File: src/design/gsm_pkg.sv
// Package with register map, field layout, states and carrier types of the global status and mode block.
// Operation
// RULE1 - Writing one to action_request starts request; self-clearing.
// RULE2 - Request examines queue commands and four channels.
// RULE3 - Each set command bit launches one process.
// RULE4 - Result flagged only after all processes finish.
// RULE5 - Serial rx/tx queue flags set on vector.
// RULE6 - Configuration queue flag set on new vector.
// RULE7 - Three peripheral flags: sync serial, local bus, port.
// RULE8 - Bit 0 flags successful completion.
// RULE9 - Bit 1 flags failed completion.
// RULE10 - Status register is write-one-to-clear.
// RULE11 - Interrupt line high while any status bit set.
// RULE12 - Ten interrupt queues are supported.
// RULE13 - Mode register fields at fixed positions, rest zero.
// RULE14 - Oscillator powerdown bit puts oscillator in standby.
// RULE15 - Divider field selects divide by 2, 4, 16.
// RULE16 - Local clock high one cycle, low stretched.
// RULE17 - Local clock driven onto dedicated output pin.
// RULE18 - Result mask set suppresses result vectors.
// RULE19 - Queue command loads base and length with request.
// RULE20 - Request bit reads one while processes run.
`default_nettype none
package gsm_pkg;
  localparam logic [7:0] ADDR_CMD = 8'h00;
  localparam logic [7:0] ADDR_STATUS = 8'h04;
  localparam logic [7:0] ADDR_MODE = 8'h08;

  localparam logic [31:0] CMD_RESET = 32'h00000200;
  localparam logic [31:0] CMD_WMASK = 32'hFF300201;
  localparam int CMD_AR_BIT = 0;
  localparam int CMD_MASK_BIT = 9;
  localparam int CMD_CFGQ_BIT = 21;
  localparam int CMD_PERQ_BIT = 20;
  localparam int CMD_TXQ_LSB = 24;
  localparam int CMD_RXQ_LSB = 28;

  localparam logic [31:0] STATUS_RESET = 32'h00000000;
  localparam logic [31:0] STATUS_MASK = 32'hFF2D0003;
  localparam int ST_DONE_BIT = 0;
  localparam int ST_FAIL_BIT = 1;
  localparam int ST_GPP_BIT = 16;
  localparam int ST_LBI_BIT = 18;
  localparam int ST_SSC_BIT = 19;
  localparam int ST_CFG_BIT = 21;
  localparam int ST_TX_LSB = 24;
  localparam int ST_RX_LSB = 28;

  localparam logic [31:0] MODE_RESET = 32'h00000000;
  localparam logic [31:0] MODE_WMASK = 32'h003FE007;
  localparam int MODE_OSCILLATOR_POWERDOWN_BIT = 21;
  localparam int MODE_DIV_LSB = 19;
  localparam int MODE_PER_LSB = 16;
  localparam int MODE_PRI_BIT = 15;
  localparam int MODE_CHN_LSB = 13;
  localparam int MODE_ENDIAN_BIT = 2;
  localparam int MODE_BURST_BIT = 1;
  localparam int MODE_CHAIN_BIT = 0;

  localparam int NUM_QUEUES = 10;
  localparam int NUM_CHANNELS = 4;
  localparam int NUM_PROCS = NUM_QUEUES + NUM_CHANNELS;

  localparam logic [1:0] DIV_BY2 = 2'h1;
  localparam logic [1:0] DIV_BY4 = 2'h2;
  localparam logic [1:0] DIV_BY16 = 2'h3;
  localparam logic [3:0] DIV2_LAST = 4'h1;
  localparam logic [3:0] DIV4_LAST = 4'h3;
  localparam logic [3:0] DIV16_LAST = 4'hF;

  typedef enum logic [0:0] {
    ST_IDLE = 1'b0,
    ST_RUN = 1'b1
  } gsm_state_t;

  typedef struct packed {
    logic [3:0] rx;
    logic [3:0] tx;
    logic cfg;
    logic sync_serial_unit;
    logic local_bus_unit;
    logic gp_port_unit;
  } gsm_vec_evt_t;

  typedef struct packed {
    logic oscillator_powerdown;
    logic [1:0] local_clock_divider;
    logic [2:0] peripheral_pin_config;
    logic priority_enable;
    logic [1:0] priority_channel_select;
    logic endian;
    logic demux_burst_enable;
    logic chain_end_control;
  } gsm_mode_t;
endpackage
`default_nettype wire

File: src/design/gsm_clk_div.sv
// Local bus clock divider producing a clock high for one cycle per period, asymmetric when dividing by 4 or 16, and a matching enable pulse.
`default_nettype none
module gsm_clk_div (
  input wire logic clk_sys,
  input wire logic sys_rst,
  input wire logic [1:0] div_sel,
  output logic local_clock_out,
  output logic local_bus_clock
);
  typedef struct packed {
    logic [3:0] cnt;
    logic clk_out;
  } gsm_div_state_t;

  gsm_div_state_t s_q;
  gsm_div_state_t s_d;
  logic [3:0] last;

  always_comb
  begin
    unique case (div_sel)
      gsm_pkg::DIV_BY4: last = gsm_pkg::DIV4_LAST; // [RULE15]
      gsm_pkg::DIV_BY16: last = gsm_pkg::DIV16_LAST; // [RULE15]
      default: last = gsm_pkg::DIV2_LAST; // [RULE15]
    endcase
    s_d = s_q;
    // A changed divider could leave the count above the new limit, so wrap on reaching or passing it.
    if (s_q.cnt >= last)
    begin
      s_d.cnt = 4'h0;
    end
    else
    begin
      s_d.cnt = s_q.cnt + 4'h1;
    end
    s_d.clk_out = (s_d.cnt == 4'h0); // [RULE16]
  end

  always_ff @(posedge clk_sys)
  begin
    if (sys_rst)
    begin
      s_q <= '0;
    end
    else
    begin
      s_q <= s_d;
    end
  end

  assign local_clock_out = s_q.clk_out; // [RULE17]
  assign local_bus_clock = s_q.clk_out;
endmodule
`default_nettype wire

File: src/design/gsm_global_ctrl.sv
// Global command, status and mode registers with action request sequencing and local clock generation.
`default_nettype none
module gsm_global_ctrl (
  input wire logic clk_sys,
  input wire logic sys_rst,
  input wire logic [7:0] reg_addr,
  input wire logic [31:0] reg_wdata,
  input wire logic reg_wr,
  input wire logic reg_rd,
  output logic [31:0] reg_rdata,
  input wire logic [3:0] channel_cmd_pending,
  input wire gsm_pkg::gsm_vec_evt_t vec_written,
  input wire logic [13:0] proc_done,
  input wire logic [13:0] proc_fail,
  output logic [13:0] proc_launch,
  output logic result_vec_req,
  output logic result_vec_fail,
  output logic inta,
  output gsm_pkg::gsm_mode_t mode,
  output logic local_clock_out,
  output logic local_bus_clock
);
  typedef struct packed {
    gsm_pkg::gsm_state_t fsm;
    logic [31:0] cmd;
    logic [31:0] status;
    logic [31:0] mode;
    logic [13:0] pending;
    logic any_fail;
    logic [13:0] launch;
    logic vec_req;
    logic vec_fail;
    logic [31:0] rdata;
  } gsm_ctrl_state_t;

  gsm_ctrl_state_t s_q;
  gsm_ctrl_state_t s_d;
  logic wr_cmd;
  logic wr_status;
  logic wr_mode;
  logic [31:0] set_bits;
  logic [13:0] still_pending;
  logic [9:0] queue_cmds;

  assign wr_cmd = reg_wr && (reg_addr == gsm_pkg::ADDR_CMD);
  assign wr_status = reg_wr && (reg_addr == gsm_pkg::ADDR_STATUS);
  assign wr_mode = reg_wr && (reg_addr == gsm_pkg::ADDR_MODE);

  always_comb
  begin
    s_d = s_q;
    set_bits = '0;
    s_d.launch = '0;
    s_d.vec_req = 1'b0;
    s_d.vec_fail = 1'b0;
    still_pending = s_q.pending & ~proc_done;
    // Queue commands come from the write itself so a request and its commands may share one write.
    queue_cmds = {reg_wdata[gsm_pkg::CMD_RXQ_LSB +: 4], reg_wdata[gsm_pkg::CMD_TXQ_LSB +: 4],
      reg_wdata[gsm_pkg::CMD_CFGQ_BIT], reg_wdata[gsm_pkg::CMD_PERQ_BIT]}; // [RULE2] [RULE12]

    if (wr_cmd)
    begin
      // The request bit is kept out of the stored word; it only mirrors the running sequence.
      s_d.cmd = (reg_wdata & gsm_pkg::CMD_WMASK) & ~32'h00000001; // [RULE1]
    end
    if (wr_mode)
    begin
      s_d.mode = reg_wdata & gsm_pkg::MODE_WMASK; // [RULE13]
    end

    unique case (s_q.fsm)
      gsm_pkg::ST_IDLE:
      begin
        // A request written while a sequence runs is ignored; software waits for the request bit to drop.
        if (wr_cmd && reg_wdata[gsm_pkg::CMD_AR_BIT]) // [RULE1]
        begin
          s_d.pending = {queue_cmds, channel_cmd_pending}; // [RULE2] [RULE3]
          s_d.launch = {queue_cmds, channel_cmd_pending}; // [RULE3] [RULE19]
          s_d.any_fail = 1'b0;
          s_d.fsm = gsm_pkg::ST_RUN;
        end
      end
      gsm_pkg::ST_RUN:
      begin
        s_d.any_fail = s_q.any_fail | (|(proc_fail & s_q.pending & proc_done));
        s_d.pending = still_pending;
        if (still_pending == '0) // [RULE4]
        begin
          s_d.fsm = gsm_pkg::ST_IDLE; // [RULE20]
          if (s_d.any_fail)
          begin
            set_bits[gsm_pkg::ST_FAIL_BIT] = 1'b1; // [RULE9]
          end
          else
          begin
            set_bits[gsm_pkg::ST_DONE_BIT] = 1'b1; // [RULE8]
          end
          s_d.vec_req = ~s_q.cmd[gsm_pkg::CMD_MASK_BIT]; // [RULE18]
          s_d.vec_fail = s_d.any_fail & ~s_q.cmd[gsm_pkg::CMD_MASK_BIT]; // [RULE18]
        end
      end
    endcase

    set_bits[gsm_pkg::ST_RX_LSB +: 4] = vec_written.rx; // [RULE5]
    set_bits[gsm_pkg::ST_TX_LSB +: 4] = vec_written.tx; // [RULE5]
    set_bits[gsm_pkg::ST_CFG_BIT] = vec_written.cfg; // [RULE6]
    set_bits[gsm_pkg::ST_SSC_BIT] = vec_written.sync_serial_unit; // [RULE7]
    set_bits[gsm_pkg::ST_LBI_BIT] = vec_written.local_bus_unit; // [RULE7]
    set_bits[gsm_pkg::ST_GPP_BIT] = vec_written.gp_port_unit; // [RULE7]

    // A new event in the clearing cycle survives because the set term is applied after the clear.
    if (wr_status)
    begin
      s_d.status = s_q.status & ~reg_wdata; // [RULE10]
    end
    s_d.status = (s_d.status | set_bits) & gsm_pkg::STATUS_MASK; // [RULE10]

    s_d.rdata = '0;
    if (reg_rd)
    begin
      unique case (reg_addr)
        gsm_pkg::ADDR_CMD: s_d.rdata = s_q.cmd | {31'h0, s_q.fsm == gsm_pkg::ST_RUN}; // [RULE20]
        gsm_pkg::ADDR_STATUS: s_d.rdata = s_q.status;
        gsm_pkg::ADDR_MODE: s_d.rdata = s_q.mode;
        default: s_d.rdata = '0;
      endcase
    end
  end

  always_ff @(posedge clk_sys)
  begin
    if (sys_rst)
    begin
      s_q.fsm <= gsm_pkg::ST_IDLE;
      s_q.cmd <= gsm_pkg::CMD_RESET;
      s_q.status <= gsm_pkg::STATUS_RESET;
      s_q.mode <= gsm_pkg::MODE_RESET;
      s_q.pending <= '0;
      s_q.any_fail <= 1'b0;
      s_q.launch <= '0;
      s_q.vec_req <= 1'b0;
      s_q.vec_fail <= 1'b0;
      s_q.rdata <= '0;
    end
    else
    begin
      s_q <= s_d;
    end
  end

  assign reg_rdata = s_q.rdata;
  assign proc_launch = s_q.launch;
  assign result_vec_req = s_q.vec_req;
  assign result_vec_fail = s_q.vec_fail;
  assign inta = |s_q.status; // [RULE11]

  assign mode.oscillator_powerdown = s_q.mode[gsm_pkg::MODE_OSCILLATOR_POWERDOWN_BIT]; // [RULE14]
  assign mode.local_clock_divider = s_q.mode[gsm_pkg::MODE_DIV_LSB +: 2];
  assign mode.peripheral_pin_config = s_q.mode[gsm_pkg::MODE_PER_LSB +: 3];
  assign mode.priority_enable = s_q.mode[gsm_pkg::MODE_PRI_BIT];
  assign mode.priority_channel_select = s_q.mode[gsm_pkg::MODE_CHN_LSB +: 2];
  assign mode.endian = s_q.mode[gsm_pkg::MODE_ENDIAN_BIT];
  assign mode.demux_burst_enable = s_q.mode[gsm_pkg::MODE_BURST_BIT];
  assign mode.chain_end_control = s_q.mode[gsm_pkg::MODE_CHAIN_BIT];

  gsm_clk_div u_clk_div (
    .clk_sys(clk_sys),
    .sys_rst(sys_rst),
    .div_sel(s_q.mode[gsm_pkg::MODE_DIV_LSB +: 2]),
    .local_clock_out(local_clock_out),
    .local_bus_clock(local_bus_clock)
  );
endmodule
`default_nettype wire

File: config.mk
export PLATFORM = sky130hd
export DESIGN_NAME = gsm_global_ctrl
export DESIGN_NICKNAME = d
export VERILOG_FILES = /design/src/design/gsm_pkg.sv /design/src/design/gsm_clk_div.sv /design/src/design/gsm_global_ctrl.sv
export SDC_FILE = /design/constraint.sdc
export NUM_CORES = 1
export LEC_CHECK = 0
export BUFFER_PORTS_ARGS = -buffer_cell sky130_fd_sc_hd__buf_2
export CAP_MARGIN = 20
export CELL_PAD_IN_SITES_DETAIL_PLACEMENT = 0
export CELL_PAD_IN_SITES_GLOBAL_PLACEMENT = 1
export CORE_ASPECT_RATIO = 0.75
export CORE_MARGIN = 4
export CORE_UTILIZATION = 35
export CTS_CLUSTER_SIZE = 10
export DETAILED_ROUTE_END_ITERATION = 8
export HOLD_SLACK_MARGIN = 0.06
export PLACE_DENSITY = 0.88
export SYNTH_ARGS = -nofsm -noshare
export SYNTH_HDL_FRONTEND = slang
export SYNTH_SLANG_ARGS = --single-unit
File: constraint.sdc
create_clock -name clk_sys -period 2.4 [get_ports clk_sys]
set_input_delay 0.48 -clock clk_sys [delete_from_list [all_inputs] [get_ports clk_sys]]
set_output_delay 0.48 -clock clk_sys [all_outputs]
set_load 0.02 [all_outputs]
# == Word level (Yosys, flattened, before mapping) ==
# Cells that the tools add are included.
# W data, S select, Z words.
# totals
reg_bits,124
inputBits,88
out_inout_bits,63
wordCells,60
# op_classes
reduce_logical,12
bitwise_logic,15
add_sub_neg,1
mux,13
magnitude_cmp,1
eq_ne,5
# ops
cell,count
$pmux W32 S3,1
$and A14 B14 Y14,3
$and A32 B32 Y32,1
$mux W32,1
$not A32 Y32,1
$or A32 B1 Y32,1
$or A32 B32 Y32,1
$reduce_or A32 Y1,1
$pmux W15 S2,1
$mux W29,1
$logic_not A14 Y1,1
$not A14 Y14,1
$reduce_or A14 Y1,1
$eq A8 B3 Y1 const B,1
$eq A8 B4 Y1 const B,1
$logic_not A8 Y1,1
$pmux W4 S2,1
$reduce_or A3 Y1,2
$not A1 Y1,5
$add A4 B1 Y4 const B,1
$eq A2 B2 Y1 const B,2
$ge A4 B4 Y1,1
$logic_and A1 B1 Y1,4
$logic_not A4 Y1,1
other kinds (8),12

# == Depth between registers and ports, before layout ==
# logic_depth
ltp_word,8
mapped_depth,8
depth_no_buf,7

# == Cells and area by module ==
# A second synthesis with hierarchy kept.
# hier_totals
cells_unflattened,489
area_unflattened_um2,4181.5
# by_module_without_submodules
module,cells_per_inst,seq_area_each_um2,n_inst,area_each_um2
gsm_global_ctrl,460,1801.7,1,3902.5
gsm_clk_div,29,100.1,1,279.0

# == Least setup slack after synthesis ==
# Ideal clock, no wire load.
# synth_path
kind,input port to flip-flop
from,in reg_addr[3]
to,reg s_q[116] (netlist name)
setup_time_ps,128
arrival_time_ps,1666
path_buffers,3
cell_stages,8
path_slack_ps,607
required_time_ps,2272
path_cell_list,buf_2 -> nor2b_1 -> and4_1 -> buf_2 -> buf_2 -> nand2_1 -> a21oi_1 -> nor2_1
# synth_between
elab_chain_cells,4
# synth_rtl
item,line,rtl
start: declaration,gsm_global_ctrl.sv:6,"input wire logic [7:0] reg_addr,"
$eq A8 B3 Y1,gsm_global_ctrl.sv:46,assign wr_status = reg_wr && (reg_addr == gsm_pkg::ADDR_STATUS);
$logic_and A1 B1 Y1,gsm_global_ctrl.sv:46,
$mux W32,gsm_global_ctrl.sv:112,if (wr_status)
$or A32 B32 Y32,gsm_global_ctrl.sv:116,s_d.status = (s_d.status | set_bits) & gsm_pkg::STATUS_MASK;
end: declaration,gsm_global_ctrl.sv:36,gsm_ctrl_state_t s_q;
# No other way between the ends.
# A chain may end at the register's enable or synchronous reset.

# == Worst setup path after layout ==
# layout_path
from,in reg_addr[1]
to,reg s_q[53] (netlist name)
# layout_between
elab_chain_cells,4
# layout_rtl
item,line,rtl
$logic_not A8 Y1,gsm_global_ctrl.sv:45,assign wr_cmd = reg_wr && (reg_addr == gsm_pkg::ADDR_CMD);
$logic_and A1 B1 Y1,gsm_global_ctrl.sv:45,
$logic_and A1 B1 Y1,gsm_global_ctrl.sv:75,if (wr_cmd && reg_wdata[gsm_pkg::CMD_AR_BIT])
$ne A2 B2 Y1 (no line),-,
# No other way between the ends.

==> impl_metrics.tcl <==
set metrics [dict create \
    final_common_cell "buf_2" \
    cts_resized 0 \
    grt_use_total 0.1671 \
    required_ns 2.59 \
    fin_total_pwr_mw 3.545 \
    status "finished clean" \
    hpwl_um 8563 \
    place_inst 728 \
    grt_max_degree 51 \
    port-buffer-count 128 \
    cts_tree "built" \
    holdWs_ns 0.3520 \
    clkLatencyLatePin_ns 0.34 \
    wirelength_um 11420 \
    synthDistinctLibCells 43 \
    rr_worst_depth 4 \
    dr.pass1.iters 5 \
    critPathCaptureType "flip-flop" \
    cpMaxStageDelayCell "nor4_4" \
    netSwitchingFraction 0.2380 \
    final_nets 670 \
    critPathTopFamily "simple AND/OR/NAND/NOR gates" \
    setup_tns_ns 0 \
    cts_setup_buffers 0 \
    final_cell_mix "buf_2, dfxtp_1, nand2_1, a21oi_1, nor2_1" \
    cts_sinks 95 \
    chipHeight_um 102.4 \
    ys_ff_latch 95 \
    fillers 1145 \
    cts.clk_slew.worst_paths_ns 0.06 \
    antenna_left 0 \
    finalSetupViolCount 0 \
    gp_congestion 0.8603 \
    vias_per_cell 4.738 \
    diodes 0 \
    powerDensity_nw_per_um2 718.3 \
    path_buf_inv 2 \
    multi_input_area_um2 1709 \
    yosysWarnings 0 \
    yosysSeqAreaShare 0.4571 \
    rsz0062_at_grt "no" \
    finish.utilization 0.4249 \
    syn_to_final_growth_pct 18.62 \
    slew_headroom 0.5423 \
    regArea_um2 1902 \
    clock_path_buffers 2 \
    core_region_area_um2 11610 \
    finalHoldViolations 0 \
    critPathArrivalTime_ns 2.13 \
    p_int_mw 2.701 \
    ios 151 \
    startpoint_type "primary input" \
    seqPwrFrac 0.467 \
    hp-class "in2reg" \
    peakVddDrop_uv 480.7 \
    synth_cells 495 \
    worstMarginPinSlew_ns 0.6865 \
    p_sw_uw 843.7 \
    num_vias 3530 \
    cpMostUsedCell "a21oi_1" \
    start_util 0.3582 \
    h-tree-depth 3 \
    hold_buffers 0 \
    die_area_um2 13710 \
    worstHoldPathCells 3 \
    placement_rows 34 \
    worst-setup-path-type "in2reg" \
    root_buffer "clkbuf_16" \
    drive_above_1_share 0.2830 \
    path_depth 7 \
    crit_path_max_incr_delay_ns 0.50 \
    p_leak_nw 2.149 \
    first_global_vias 3492 \
    drc 0 \
    skew_ns 0.005003 \
    postPlaceCellArea_um2 4597 \
    drt_iter0_markers 230 \
    grt_overflow 0 \
    wl_per_cell_um 15.33 \
    worstPathCellList "buf_2 > nor4_4 > and4_1 > a21oi_1 > buf_4 > o21ai_0 > a21oi_1" \
    period_needed_ns 1.936 \
    syn_avg_cell_area_um2 8.405 \
    fin_cells 745 \
    clkPwrFrac 0.442 \
    die_width_um 133.9 \
    combinationalPowerShare 0.091 \
    finish.instance_area_um2 4935 \
    fin_crit_sh 0.8065 \
    dpl_worst_slack_ns -0.02270 \
    cp_max_fo 8 \
    cts_buffers 9 \
    antenna_found_initial 4 \
    synth_area_um2 4160 \
    fin_ws_ns 0.4644 \
    slew_violations 0 \
    drv_cap 0 \
    fmax_ghz 0.5166 \
    grt_pass1_wl_um 17890 \
]
[power groups by stage]
| stage | clock network (mW) | logic, mW | registers, mW |
|---|---|---|---|
| floorplan | 0 | 0.201 | 1.69 |
| global placement | 0 | 0.314 | 1.69 |
| detailed placement | 0 | 0.322 | 1.69 |
| CTS | 1.59 | 0.325 | 1.66 |
| global route | 1.66 | 0.365 | 1.66 |
| finish | 1.57 | 0.323 | 1.66 |
[area by class of cell]
type                       instances  share of cell area
clock buffer                      10             0.04843
clock inverter                     6             0.01851
inverter                          12            0.009128
multi-input combinational        318              0.3463
sequential                        95              0.3854
tap                              162             0.04107
timing repair buffer             142              0.1511
[registers in the layout, summed over array words and instances, names as in the netlist]
| register | flops |
|---|---|
| proc_launch | 14 |
| s_q | 41 |
| u_clk_div.local_bus_clock | 1 |
| result_vec_fail | 1 |
| u_clk_div.s_q | 4 |
| reg_rdata | 21 |
| mode | 12 |
| result_vec_req | 1 |
[per-layer routing]
layer,part of all wire,vias up,track usage
met5,0.0031,-,0
met4,0.028,8,0.06640
met3,0.080,29,0.05955
met2,0.46,109,0.2693
met1,0.43,1644,0.2066
li1,-,1740,-
[worst reg2reg max path, stage by stage, from the launching register on]
cell and delay [ns]:
dfxtp_1 0.34, a222oi_1 0.32, o2111ai_1 0.24, or4_4 0.58
nor3b_2 0.16
[worst paths after layout]
kind | from | end | slack, ns
min | vec_written[4] | s_q[119]$_SDFF_PP0_ | 0.35
max | reg_addr[1] | s_q[53]$_SDFFE_PP0P_ | 0.46
max reg2reg | s_q[58]$_SDFFE_PP0P_ | result_vec_fail$_SDFF_PP0_ | 0.70
min reg2reg | s_q[158]$_SDFFE_PP0N_ | s_q[158]$_SDFFE_PP0N_ | 0.45
[cell usage after synthesis, drive strengths merged]
cell | n | share of area
a222oi | 1 | 0.0024
or2 | 1 | 0.0015
nor2b | 17 | 0.026
dfxtp | 95 | 0.46
a21o | 3 | 0.0054
clkbuf | 12 | 0.011
o31ai | 1 | 0.0018
conb | 1 | 0.00090
nand2b | 3 | 0.0045
and2 | 19 | 0.029
nor2 | 39 | 0.035
or4 | 1 | 0.0027
nand2 | 80 | 0.072
a21oi | 56 | 0.067
buf | 68 | 0.12
nand4 | 6 | 0.011
inv | 12 | 0.011
nor4 | 4 | 0.0096
xnor2 | 2 | 0.0042
a311oi | 1 | 0.0021
and2b | 1 | 0.0021
nand3 | 19 | 0.023
a31oi | 1 | 0.0015
o221ai | 1 | 0.0021
and4 | 3 | 0.0063
xor2 | 1 | 0.0021
mux2i | 11 | 0.026
a22oi | 4 | 0.0072
nor3 | 3 | 0.0036
nor3b | 5 | 0.013
and3 | 1 | 0.0015
ha | 4 | 0.012
a31o | 2 | 0.0042
o21ai | 15 | 0.018
o2111ai | 2 | 0.0042
[logic make-up after synthesis]
logic type      count (synthesis)  share of synthesized area
other cells                     1                  0.0009014
buf+inv                        92                     0.1410
compound gates                 87                     0.1164
xor+xnor                        3                   0.006317
mux                            11                    0.02647
flops                          95                     0.4571
fa+ha+maj                       4                    0.01203
simple gates                  202                     0.2397
No activity file was read; power rests on OpenSTA's default activity.
